File: src/logic/thtrip_pkg.sv
/*
 * Constants for the thermal limit and shutdown trip logic: register indices,
 * reset values, zone bit positions and comparison constants.
 * Assumes a 32-bit classic Wishbone slave where the byte address is four times the index.
 */
package thtrip_pkg;

	localparam int           THT_ZONES       = 3;
	localparam int           THT_ADR_W       = 10;
	localparam int           THT_DAT_W       = 32;
	localparam int           THT_CNT_W       = 2;

	// Zone bit positions in the status and enable registers.
	localparam int           THT_BIT_AMBIENT = 0;
	localparam int           THT_BIT_DIODE1  = 1;
	localparam int           THT_BIT_DIODE2  = 2;

	// Register indices, listed per zone bit: ambient, remote diode 1, remote diode 2.
	localparam logic [7:0]   THT_ABS_IDX [THT_ZONES] = '{8'h6B, 8'h6A, 8'h6C};
	localparam logic [7:0]   THT_TRIP_IDX [THT_ZONES] = '{8'hC9, 8'hC4, 8'hC5};
	localparam logic [7:0]   THT_STAT_IDX    = 8'hCA;
	localparam logic [7:0]   THT_EN_IDX      = 8'hCB;

	localparam logic [7:0]   THT_ABS_RST     = 8'h64;
	localparam logic [7:0]   THT_TRIP_RST    = 8'h7F;
	localparam logic [2:0]   THT_STAT_RST    = 3'h0;
	localparam logic [2:0]   THT_EN_RST      = 3'h0;

	// An absolute limit of this value switches the full-fan override off for its zone.
	localparam logic [7:0]   THT_ABS_OFF     = 8'h80;

	// Successive monitoring cycles above the trip limit before the trip event fires.
	localparam logic [1:0]   THT_TRIP_CYCLES = 2'h2;

endpackage

File: src/logic/thtrip_sync.sv
/*
 * Three-stage synchroniser for a level from outside the clock domain.
 * The output follows only once the second and third stages agree.
 * Assumes the input is a slow level such as a supply power-good pin.
 */
`timescale 1ns/1ps

module thtrip_sync (
	input  wire logic clk_i,   // System clock.
	input  wire logic rst_i,   // Synchronous reset, active high.
	input  wire logic ce_i,    // Clock enable.
	input  wire logic async_i, // Asynchronous level.
	output logic      level_o  // Filtered, synchronised level.
);

	logic s1_reg;
	logic s2_reg;
	logic s3_reg;
	logic lvl_reg;
	logic lvl_next;

	always_comb begin
		lvl_next = lvl_reg;
		if (s2_reg == s3_reg) begin
			lvl_next = s3_reg;
		end
	end

	always_ff @(posedge clk_i) begin
		if (rst_i) begin
			s1_reg  <= 1'b0;
			s2_reg  <= 1'b0;
			s3_reg  <= 1'b0;
			lvl_reg <= 1'b0;
		end else if (ce_i) begin
			s1_reg  <= async_i;
			s2_reg  <= s1_reg;
			s3_reg  <= s2_reg;
			lvl_reg <= lvl_next;
		end
	end

	assign level_o = lvl_reg;

endmodule // thtrip_sync

File: src/logic/thtrip_top.sv
/*
 * Thermal protection of a hardware monitor: per-zone absolute limits that, in auto fan mode, force the enabled fan
 * PWM outputs to full duty, and per-zone shutdown trip limits with sticky status and an
 * active-low trip output. Registers sit behind a classic Wishbone slave.
 * Assumes zone readings, the cycle strobe, lock, auto-fan and PWM-disable come from
 * logic on the same clock; the supply power-good pin is asynchronous.
 */
`timescale 1ns/1ps

// Functional notes
// - With lock set, writes to absolute, trip limit and enable registers are ignored.
// - In auto fan mode, any zone above absolute limit forces enabled PWMs full.
// - Override also forces manual-mode fans; any zone triggers it, with or without fans.
// - Absolute limit 80h disables the override for that zone regardless of reading.
// - Limits are signed two's-complement whole degrees Celsius.
// - Each zone has its own trip limit, separate from interrupt high limit.
// - Zone above trip limit sets its status bit, whatever the output enable.
// - Status and output act only after two successive cycles above the limit.
// - Active-low trip output asserts for a zone only if its enable bit is 1.
// - Status and enable: bit 0 ambient, bit 1 diode 1, bit 2 diode 2.
// - A set status bit stays set until software writes 1 to it or supply power-good rises.
// - Writing 1 clears a status bit only when the zone's event is inactive.
// - Status returns to 00h on a rising edge of supply power-good, except bits whose event is live.
module thtrip_top #(
	parameter int NUM_PWM = 3
) (
	input  wire logic                            clk_i,                 // System clock, 25 MHz.
	input  wire logic                            rst_i,                 // Synchronous reset, active high.
	input  wire logic                            ce_i,                  // Clock enable; low freezes all state.
	input  wire logic                            wb_cyc_i,              // Wishbone cycle.
	input  wire logic                            wb_stb_i,              // Wishbone strobe.
	input  wire logic                            wb_we_i,               // Wishbone write enable.
	input  wire logic [thtrip_pkg::THT_ADR_W-1:0] wb_adr_i,             // Wishbone byte address.
	input  wire logic [3:0]                      wb_sel_i,              // Wishbone byte selects.
	input  wire logic [thtrip_pkg::THT_DAT_W-1:0] wb_dat_i,             // Wishbone write data.
	output logic      [thtrip_pkg::THT_DAT_W-1:0] wb_dat_o,             // Wishbone read data.
	output logic                                 wb_ack_o,              // Wishbone acknowledge.
	input  wire logic [7:0]                      ambient_temp_i,        // Ambient zone reading.
	input  wire logic [7:0]                      diode1_temp_i,         // Remote diode 1 reading.
	input  wire logic [7:0]                      diode2_temp_i,         // Remote diode 2 reading.
	input  wire logic                            cycle_strobe_i,        // Monitoring cycle done pulse.
	input  wire logic                            lock_i,                // Monitor lock bit.
	input  wire logic                            auto_fan_i,            // Some fan is in auto mode.
	input  wire logic [NUM_PWM-1:0]              pwm_disable_i,         // PWM outputs disabled.
	input  wire logic                            supply_power_good_i,   // Asynchronous power-good pin.
	output logic      [NUM_PWM-1:0]              pwm_full_o,            // Force PWM to 100% duty.
	output logic                                 shutdown_trip_out_n_o  // Trip output, active low.
);

	import thtrip_pkg::*;

	logic [THT_ZONES-1:0][7:0]          temp;
	logic [THT_ZONES-1:0][7:0]          abs_reg;
	logic [THT_ZONES-1:0][7:0]          abs_next;
	logic [THT_ZONES-1:0][7:0]          trip_lim_reg;
	logic [THT_ZONES-1:0][7:0]          trip_lim_next;
	logic [THT_ZONES-1:0][THT_CNT_W-1:0] cnt_reg;
	logic [THT_ZONES-1:0][THT_CNT_W-1:0] cnt_next;
	logic [THT_ZONES-1:0]               exceed_trip;
	logic [THT_ZONES-1:0]               ovr_zone;
	logic [THT_ZONES-1:0]               trip_event;
	logic [2:0]                         status_reg;
	logic [2:0]                         status_next;
	logic [2:0]                         en_reg;
	logic [2:0]                         en_next;
	logic [2:0]                         clr_req;
	logic                               ack_reg;
	logic                               ack_next;
	logic [THT_DAT_W-1:0]               dat_reg;
	logic [THT_DAT_W-1:0]               dat_next;
	logic [NUM_PWM-1:0]                 full_reg;
	logic [NUM_PWM-1:0]                 full_next;
	logic                               trip_n_reg;
	logic                               trip_n_next;
	logic                               pg_lvl;
	logic                               pg_prev_reg;
	logic                               pg_rise;
	logic                               req;
	logic                               wr;
	logic [7:0]                         idx;

	assign temp[THT_BIT_AMBIENT] = ambient_temp_i;
	assign temp[THT_BIT_DIODE1]  = diode1_temp_i;
	assign temp[THT_BIT_DIODE2]  = diode2_temp_i;

	// Only the first cycle of a request is served; the ack holds off a second write.
	assign req = wb_cyc_i & wb_stb_i & ~ack_reg;
	assign wr  = req & wb_we_i & wb_sel_i[0];
	assign idx = wb_adr_i[THT_ADR_W-1:2];

	thtrip_sync u_pg_sync (
		.clk_i   (clk_i),
		.rst_i   (rst_i),
		.ce_i    (ce_i),
		.async_i (supply_power_good_i),
		.level_o (pg_lvl)
	);

	assign pg_rise = pg_lvl & ~pg_prev_reg;

	genvar z;
	generate
		for (z = 0; z < THT_ZONES; z++) begin : g_zone
			// Signed compare, strictly greater: a reading equal to the limit is safe.
			assign exceed_trip[z] = $signed(temp[z]) > $signed(trip_lim_reg[z]);
			assign ovr_zone[z]    = (abs_reg[z] != THT_ABS_OFF) &&
				($signed(temp[z]) > $signed(abs_reg[z]));
			assign trip_event[z]  = (cnt_reg[z] == THT_TRIP_CYCLES);

			always_comb begin
				abs_next[z]      = abs_reg[z];
				trip_lim_next[z] = trip_lim_reg[z];
				cnt_next[z]      = cnt_reg[z];
				if (wr && !lock_i && idx == THT_ABS_IDX[z]) begin
					abs_next[z] = wb_dat_i[7:0];
				end
				if (wr && !lock_i && idx == THT_TRIP_IDX[z]) begin
					trip_lim_next[z] = wb_dat_i[7:0];
				end
				// Count successive cycles above the limit; one cycle at or below restarts it.
				if (cycle_strobe_i) begin
					if (!exceed_trip[z]) begin
						cnt_next[z] = '0;
					end else if (cnt_reg[z] != THT_TRIP_CYCLES) begin
						cnt_next[z] = cnt_reg[z] + 2'h1;
					end
				end
			end

			always_ff @(posedge clk_i) begin
				if (rst_i) begin
					abs_reg[z]      <= THT_ABS_RST;
					trip_lim_reg[z] <= THT_TRIP_RST;
					cnt_reg[z]      <= '0;
				end else if (ce_i) begin
					abs_reg[z]      <= abs_next[z];
					trip_lim_reg[z] <= trip_lim_next[z];
					cnt_reg[z]      <= cnt_next[z];
				end
			end
		end
	endgenerate

	// Status, enable and the trip pin.
	always_comb begin
		clr_req = '0;
		en_next = en_reg;
		if (wr && idx == THT_STAT_IDX) begin
			clr_req = wb_dat_i[2:0];
		end
		if (wr && !lock_i && idx == THT_EN_IDX) begin
			en_next = wb_dat_i[2:0];
		end
		// A live event overrides both the write-one clear and the power-good clear.
		status_next = pg_rise ? THT_STAT_RST : (status_reg & ~(clr_req & ~trip_event));
		status_next = status_next | trip_event;
		trip_n_next = ~|(trip_event & en_reg);
	end

	// Full-fan override: any zone may trigger it and every enabled PWM obeys, manual or not.
	always_comb begin
		full_next = '0;
		if (auto_fan_i && |ovr_zone) begin
			full_next = ~pwm_disable_i;
		end
	end

	// Wishbone answer: ack and read data one cycle after the request is seen.
	always_comb begin
		ack_next = req;
		dat_next = '0;
		if (req && !wb_we_i) begin
			for (int i = 0; i < THT_ZONES; i++) begin
				if (idx == THT_ABS_IDX[i]) begin
					dat_next[7:0] = abs_reg[i];
				end
				if (idx == THT_TRIP_IDX[i]) begin
					dat_next[7:0] = trip_lim_reg[i];
				end
			end
			if (idx == THT_STAT_IDX) begin
				dat_next[2:0] = status_reg;
			end
			if (idx == THT_EN_IDX) begin
				dat_next[2:0] = en_reg;
			end
		end
	end

	always_ff @(posedge clk_i) begin
		if (rst_i) begin
			status_reg  <= THT_STAT_RST;
			en_reg      <= THT_EN_RST;
			trip_n_reg  <= 1'b1;
			full_reg    <= '0;
			ack_reg     <= 1'b0;
			dat_reg     <= '0;
			pg_prev_reg <= 1'b0;
		end else if (ce_i) begin
			status_reg  <= status_next;
			en_reg      <= en_next;
			trip_n_reg  <= trip_n_next;
			full_reg    <= full_next;
			ack_reg     <= ack_next;
			dat_reg     <= dat_next;
			pg_prev_reg <= pg_lvl;
		end
	end

	assign wb_ack_o              = ack_reg;
	assign wb_dat_o              = dat_reg;
	assign pwm_full_o            = full_reg;
	assign shutdown_trip_out_n_o = trip_n_reg;

	property p_lock_holds;
		@(posedge clk_i) disable iff (rst_i)
		(ce_i && wr && lock_i) |=> $stable({abs_reg, trip_lim_reg, en_reg});
	endproperty
	a_lock_holds: assert property (p_lock_holds) else $error("locked register changed on write");

	property p_override_full;
		@(posedge clk_i) disable iff (rst_i)
		(ce_i && auto_fan_i && |ovr_zone) |=> (pwm_full_o == ~$past(pwm_disable_i));
	endproperty
	a_override_full: assert property (p_override_full) else $error("override did not force PWMs");

	property p_override_off;
		@(posedge clk_i) disable iff (rst_i)
		(ce_i && abs_reg[0] == THT_ABS_OFF && abs_reg[1] == THT_ABS_OFF && abs_reg[2] == THT_ABS_OFF)
			|=> (pwm_full_o == '0);
	endproperty
	a_override_off: assert property (p_override_off) else $error("disabled override forced PWMs");

	property p_two_cycles;
		@(posedge clk_i) disable iff (rst_i)
		$rose(trip_event[0]) |-> ($past(cnt_reg[0]) == THT_TRIP_CYCLES - 2'h1) && $past(cycle_strobe_i);
	endproperty
	a_two_cycles: assert property (p_two_cycles) else $error("trip event without two cycles");

	property p_event_sets;
		@(posedge clk_i) disable iff (rst_i)
		(ce_i && |trip_event) |=> ((status_reg & $past(trip_event)) == $past(trip_event));
	endproperty
	a_event_sets: assert property (p_event_sets) else $error("trip event did not set status");

	property p_pin_enable;
		@(posedge clk_i) disable iff (rst_i)
		!shutdown_trip_out_n_o |-> $past(|(trip_event & en_reg));
	endproperty
	a_pin_enable: assert property (p_pin_enable) else $error("trip pin low without enabled event");

	property p_sticky;
		@(posedge clk_i) disable iff (rst_i)
		(ce_i && status_reg[0] && !clr_req[0] && !pg_rise) |=> status_reg[0];
	endproperty
	a_sticky: assert property (p_sticky) else $error("status bit dropped without clear");

	property p_pg_clear;
		@(posedge clk_i) disable iff (rst_i)
		(ce_i && pg_rise && trip_event == '0) |=> (status_reg == THT_STAT_RST);
	endproperty
	a_pg_clear: assert property (p_pg_clear) else $error("power-good rise did not clear status");

	property p_equal_safe;
		@(posedge clk_i) disable iff (rst_i)
		(ce_i && cycle_strobe_i && temp[0] == trip_lim_reg[0]) |=> (cnt_reg[0] == '0);
	endproperty
	a_equal_safe: assert property (p_equal_safe) else $error("equal reading counted as exceed");

	property p_clear_refused;
		@(posedge clk_i) disable iff (rst_i)
		(ce_i && |(clr_req & trip_event))
			|=> ((status_reg & $past(clr_req & trip_event)) == $past(clr_req & trip_event));
	endproperty
	a_clear_refused: assert property (p_clear_refused) else $error("status cleared during live event");

	property p_clear_done;
		@(posedge clk_i) disable iff (rst_i)
		(ce_i && clr_req[0] && !trip_event[0]) |=> !status_reg[0];
	endproperty
	a_clear_done: assert property (p_clear_done) else $error("write-one clear did not clear status");

	property p_pin_follows;
		@(posedge clk_i) disable iff (rst_i)
		(ce_i && |(trip_event & en_reg)) |=> !shutdown_trip_out_n_o;
	endproperty
	a_pin_follows: assert property (p_pin_follows) else $error("enabled event left trip pin high");

	property p_full_disabled;
		@(posedge clk_i) disable iff (rst_i)
		ce_i |=> ((pwm_full_o & $past(pwm_disable_i)) == '0);
	endproperty
	a_full_disabled: assert property (p_full_disabled) else $error("disabled PWM was forced full");

	property p_manual_off;
		@(posedge clk_i) disable iff (rst_i)
		(ce_i && !auto_fan_i) |=> (pwm_full_o == '0);
	endproperty
	a_manual_off: assert property (p_manual_off) else $error("override active without auto fan mode");

	property p_count_hold;
		@(posedge clk_i) disable iff (rst_i)
		(ce_i && !cycle_strobe_i) |=> $stable(cnt_reg);
	endproperty
	a_count_hold: assert property (p_count_hold) else $error("trip count moved without a cycle strobe");

endmodule // thtrip_top

File: config.mk
export PLATFORM = sky130hd
export DESIGN_NAME = thtrip_top
export DESIGN_NICKNAME = d
export VERILOG_FILES = /design/src/logic/thtrip_pkg.sv /design/src/logic/thtrip_sync.sv /design/src/logic/thtrip_top.sv
export SDC_FILE = /design/constraint.sdc
export NUM_CORES = 1
export LEC_CHECK = 0
export ABC_AREA = 1
export BUFFER_PORTS_ARGS = -buffer_cell sky130_fd_sc_hd__buf_2
export CAP_MARGIN = 20
export CORE_MARGIN = 1
export CORE_UTILIZATION = 49
export DETAILED_ROUTE_END_ITERATION = 10
export PLACE_DENSITY = 0.77
export SLEW_MARGIN = 25
export SYNTH_ARGS = -nofsm -noshare
export SYNTH_HDL_FRONTEND = slang
export SYNTH_HIERARCHICAL = 1
export SYNTH_SLANG_ARGS = --single-unit
File: constraint.sdc
create_clock -name clk_i -period 1.5 [get_ports clk_i]
set_input_delay 0.375 -clock clk_i [delete_from_list [all_inputs] [get_ports clk_i]]
set_output_delay 0.375 -clock clk_i [all_outputs]
set_load 0.1 [all_outputs]
# Word level (Yosys, flattened, before mapping)
# Index checks and enable logic that the tools add are counted.
# word_totals
out_inout_bits,37
in_bits,83
elab_cells,112
regBits,78
# op_classes
n_bitwise,14
n_reduce_logical,30
addsub,3
mux,18
n_eq_ne,21
magnitude_cmp,6
# op_table
operator,count
two-way mux 8 bit,7
greater-than comparator 8 bit,6
"== test 8 bit, second input constant",5
"== test 8 x 7 -> 1 bit, second input constant",3
"!= test 8 bit, second input constant",3
AND reduction 2 bit,8
two-way mux 3 bit,5
logical AND 1 bit,14
two-way mux 2 bit,6
bitwise AND 3 bit,3
NOT 3 bit,3
AND reduction 3 bit,3
"adder 2 x 1 -> 2 bit, second input constant",3
"== test 2 bit, second input constant",3
"!= test 2 x 1 -> 1 bit, second input constant",3
"!= test 2 bit, second input constant",3
OR reduction 3 bit,2
bitwise AND 1 bit,5
zero test 1 bit,3
OR 3 bit,1
NOT 1 bit,2
== test 1 bit,1

# Longest topological paths before layout
# depth
word_depth,11
mapped_depth,15
ltp_nobuf,15

# Modules after synthesis
# Netlist, hierarchy kept.
# by_module_without_submodules
module,seq_area_each_um2,area_per_inst_um2,cells_per_inst,instances
thtrip_top,1481.4,4827.1,693,1
thtrip_sync,80.1,161.4,22,1

# Worst setup path before layout
# No wires, ideal clock.
# synth_path
path_kind,register to register
startpoint,register ack_reg (netlist: wb_ack_o)
endpoint,register trip_lim_reg[13] in the netlist's numbering
t_arrival_ps,1771
path_stages_with_launch,9
synth_period_minus_slack_ps,1909
required_time_ps,1362
setup_ps,138
path_buffers,1
slack_ps,-409
path_cell_list,dfxtp_1 > nor2_1 > nand3_1 > nor2_1 > nand2_4 > nor2_4 > buf_4 > nand2_1 > o211ai_1
# synth_via
elab_chain_cells,7
# synth_rtl
element,line,text
from (decl),thtrip_top.sv:67,logic ack_reg;
from (signal assigned),thtrip_top.sv:204,ack_reg <= ack_next;
NOT 1 bit,thtrip_top.sv:87,assign req = wb_cyc_i & wb_stb_i & ~ack_reg;
bitwise AND 1 bit,thtrip_top.sv:87,
bitwise AND 1 bit (2 in a row),thtrip_top.sv:88,assign wr = req & wb_we_i & wb_sel_i[0];
logical AND 1 bit (2 in a row),thtrip_top.sv:117,if (wr && !lock_i && idx == THT_TRIP_IDX[z]) begin
AND reduction 2 bit (no line),--,
"to (signal, indexed assignment)",thtrip_top.sv:137,trip_lim_reg[z] <= trip_lim_next[z];
to (decl),thtrip_top.sv:55,logic [THT_ZONES-1:0][7:0] trip_lim_reg;
# Every way passes these cells.
# A chain may end at the register's enable or synchronous reset.

# Final worst setup path
# layout_path
startpoint,register trip_lim_reg[5] in the netlist's numbering
endpoint,register cnt_reg[1] in the netlist's numbering
# layout_via
elab_chain_cells,3
elab_cells_between_ends,4
# layout_rtl
element,line,text
greater-than comparator 8 bit *,thtrip_top.sv:105,assign exceed_trip[z] = $signed(temp[z]) > $signed(trip_lim_reg[z]);
!= test 2 x 1 -> 1 bit (no line),--,
AND reduction 3 bit (no line),--,
"to (signal, indexed assignment)",thtrip_top.sv:138,cnt_reg[z] <= cnt_next[z];
to (decl),thtrip_top.sv:57,logic [THT_ZONES-1:0][THT_CNT_W-1:0] cnt_reg;
# Every way passes the cells marked *; elsewhere a longest branch is shown, timed or not.

==> summary.txt <==
Outcome
  • Run status: finished, violations left
  • Failing checks: setup timing

GRT
  • Initial antenna violation count: 0
  • Gr usage total: 32.3%
  • Largest net degree at the start of global routing: between 50 and 60
  • Total gr overflow: 0
  • Wire length of the first global-routing pass: 25.9 mm
  • Vias in the first global route: 5578

Clock tree
  • H-tree levels: 3
  • Num CTS Buffers: 9
  • Worst-skew pair later-pin latency: between 300 and 400 ps
  • Max Root-Sink Buffers: 2
  • Hold buffer count at CTS: 0
  • Root Buffer: clkbuf_8
  • Clock-pin slew on the worst setup and hold paths: approximately 90 ps
  • CTS tree: yes
  • Clock sink count: 78

Final layout
  • Antenna Cells: 0
  • Register area: 0.00161 mm^2
  • Multi-input logic area: 0.00361 mm^2
  • Share of layout cells above drive strength 1: 44.9%
  • NumNets Final: 1044
  • Area Growth Syn to Fin: 49.1%
  • Fillers: 675

Routing
  • Drt wl/cell: around 17 um
  • Initial detailed-routing violation count: 597
  • Vias/cell: 5.46
  • DR vias: roughly 5700
  • Final WL: between 15 and 20 mm
  • 1st-pass router iterations: 5
  • Post-route ant nets: 0
  • Post-route DRC: 0

Critical path
  • Critical path's slowest cell: dfxtp_2
  • Crit-path cells: inv_2, ha_4, nand2_2, nor2_4, buf_4, nand4_1, nand3_1, nand2_2, nand2_1, nand2_1, nor2_1
  • Crit path launch: trip_lim_reg[5]
  • CP Max Fanout: 4
  • Startpoint types: flip-flop
  • Worst Setup End Kind: flip-flop
  • RR Startpoint: trip_lim_reg[5]
  • Worst setup path category: flip-flop to flip-flop
  • CP Data Required Time: 1810 ps
  • Max incr delay on CP: 350 ps
  • CP arrival: approximately 2000 ps

Die
  • Die area: between 0.01 and 0.015 mm^2
  • Core Rows: 36
  • Initial cell density of the core: 50.8%
  • Core area: 0.00982 mm^2
  • Die Ht: 103 um
  • I/O pins: 120
  • Die width: 103 um

Hold path
  • Hold Path Origin: supply_power_good_i
  • Worst min-delay path class: input port to flip-flop

Yosys
  • Post-Synth Simple-Gate Area: 24.5%
  • Synth Area in Compound Gates: 18.4%
  • Synth unique cells: 30
  • Ys async rst share: 0%
  • Post-synthesis xor/xnor area fraction: 0%
  • Synth Flop Type: dfxtp_1
  • Mapped Area: 0.00499 mm^2
  • Register area share after synthesis: between 30 and 40%
  • Mux contribution to synthesized area: 0%
  • Synth Area per Inst: 6.98 um^2
  • Adder-Cell Fraction of Synth Area: 12.8%
  • Post-Syn Instances: between 700 and 800
  • Main combinational cell family by area after synthesis: simple AND/OR/NAND/NOR gates
  • Register bit count reported by yosys: 78
  • Yosys warns: 6
  • EDFF count, synth: 0

Placement
  • GPL Wtd Cong: between 0.9 and 1
  • Port bufs: 66
  • Pre-CTS WS: -487 ps
  • DP Wirelength: 11.6 mm

STA
  • Hold slack final: 245 ps
  • Final worst path period share: 116%
  • Clock Skews: 9.42 ps
  • Fmax achieved: 577 MHz
  • Final Critical Period: 1730 ps
  • Final WS setup: -234 ps
  • RSZ-0062 raised after global routing: yes
  • Final Hold Vio Count: 0
  • Final Setup Violations: 13
  • Slew Viols, Final: 0

Power
  • Pwr Total: 5.09 mW
  • Peak supply drop: 448 uV
  • LEAKAGE: 3.53 nW
  • Pwr dens: 685 mW/mm^2

Flow run
  • Number of max-cap violations: 0
## repair_timing
action	CTS	global route
setup endpoints to repair	40	67
pin swaps	37	51
buffers inserted	12	8
resized for setup	108	101
cloned	0	0
## cells in the mapped netlist, types with 3 or more instances
cell type / n / share of area [%]
nand2_1: 177 / 13
dfxtp_1: 78 / 31
nor2_4: 6 / 1.4
o211ai_1: 30 / 4.5
a21oi_1: 65 / 6.5
inv_1: 98 / 7.4
buf_4: 30 / 4.5
o21a_1: 4 / 0.60
nand4_1: 8 / 1.0
nor4_1: 6 / 0.75
o21bai_1: 7 / 1.1
nor2_1: 48 / 3.6
clkbuf_1: 10 / 0.75
nor3_1: 3 / 0.30
ha_1: 51 / 13
o21ai_0: 49 / 4.9
nand3_1: 27 / 2.7
## per-stage QoR
step                      util (%)  cells  cell area [um^2]  setup TNS [ps]
final                         75.7   1048              7440           -1430
after global routing          75.7   1048              7440           -3110
after CTS                     71.5   1040              7030            -983
after detailed placement      63.9   1012              6270          -15920
after global placement        63.9   1012              6270          -13140
after floorplan                  -    738              5130            -115
## layout by cell type (no fill, tap or decap), types with 13 or more instances in the layout
cell type,n
ha_4,33
nor2_4,13
inv_2,35
buf_2,53
o21ai_0,37
nand2_2,22
nor2_1,32
dfxtp_2,34
ha_1,18
conb_1,24
dfxtp_1,43
a21oi_1,48
inv_1,63
buf_4,141
a21oi_2,18
nand2_1,153
nand3_1,16
o211ai_1,30
## path summary, 6_finish.rpt
check	end	slack, ps	cells past startpoint
hold / removal	u_pg_sync/s1_reg	250	3
setup reg to reg	cnt_reg[1]	-230	11
setup / recovery	cnt_reg[1]	-230	11
hold reg to reg	wb_dat_o[5]	470	2
## cell families after synthesis
logic type / Yosys count
other: 1
adder cells (fa/ha/maj): 51
flip-flops: 78
buffers and inverters: 142
AO/OA/AOI/OAI: 160
AND/OR/NAND/NOR: 283
## power by group
part / total, mW / internal, mW / switching, mW
Sequential: 2.11 / 2.09 / 0.0144
Clock: 1.96 / 1.11 / 0.853
Combinational: 1.03 / 0.308 / 0.718
## critical path: cells and delay by family, from the launching register on
kind	cells	cell delay (ps)
DFF	1	350
adders and majority gates	1	270
and+or+nand+nor	8	870
buffers and inverters	2	170
## layout make-up
cell class | instances | area share [%]
clock buffers | 10 | 1.72
clock inverters | 6 | 1.50
inverters | 100 | 5.05
multi-input cells | 518 | 48.5
flip-flops and latches | 78 | 21.6
well taps | 133 | 2.24
repair buffers | 203 | 19.4
## per-layer routing
layer  wire, um  part of all wire (%)  GRT usage [%]  up-vias
met5          0                     0              0        -
met2       8490                    49           56.7      287
li1           -                     -              -     2704
met1       6820                    39           37.8     2666
met3       1330                   7.6           5.29       70
met4        765                   4.4           17.3        0
(Power assumes the default switching activity.)
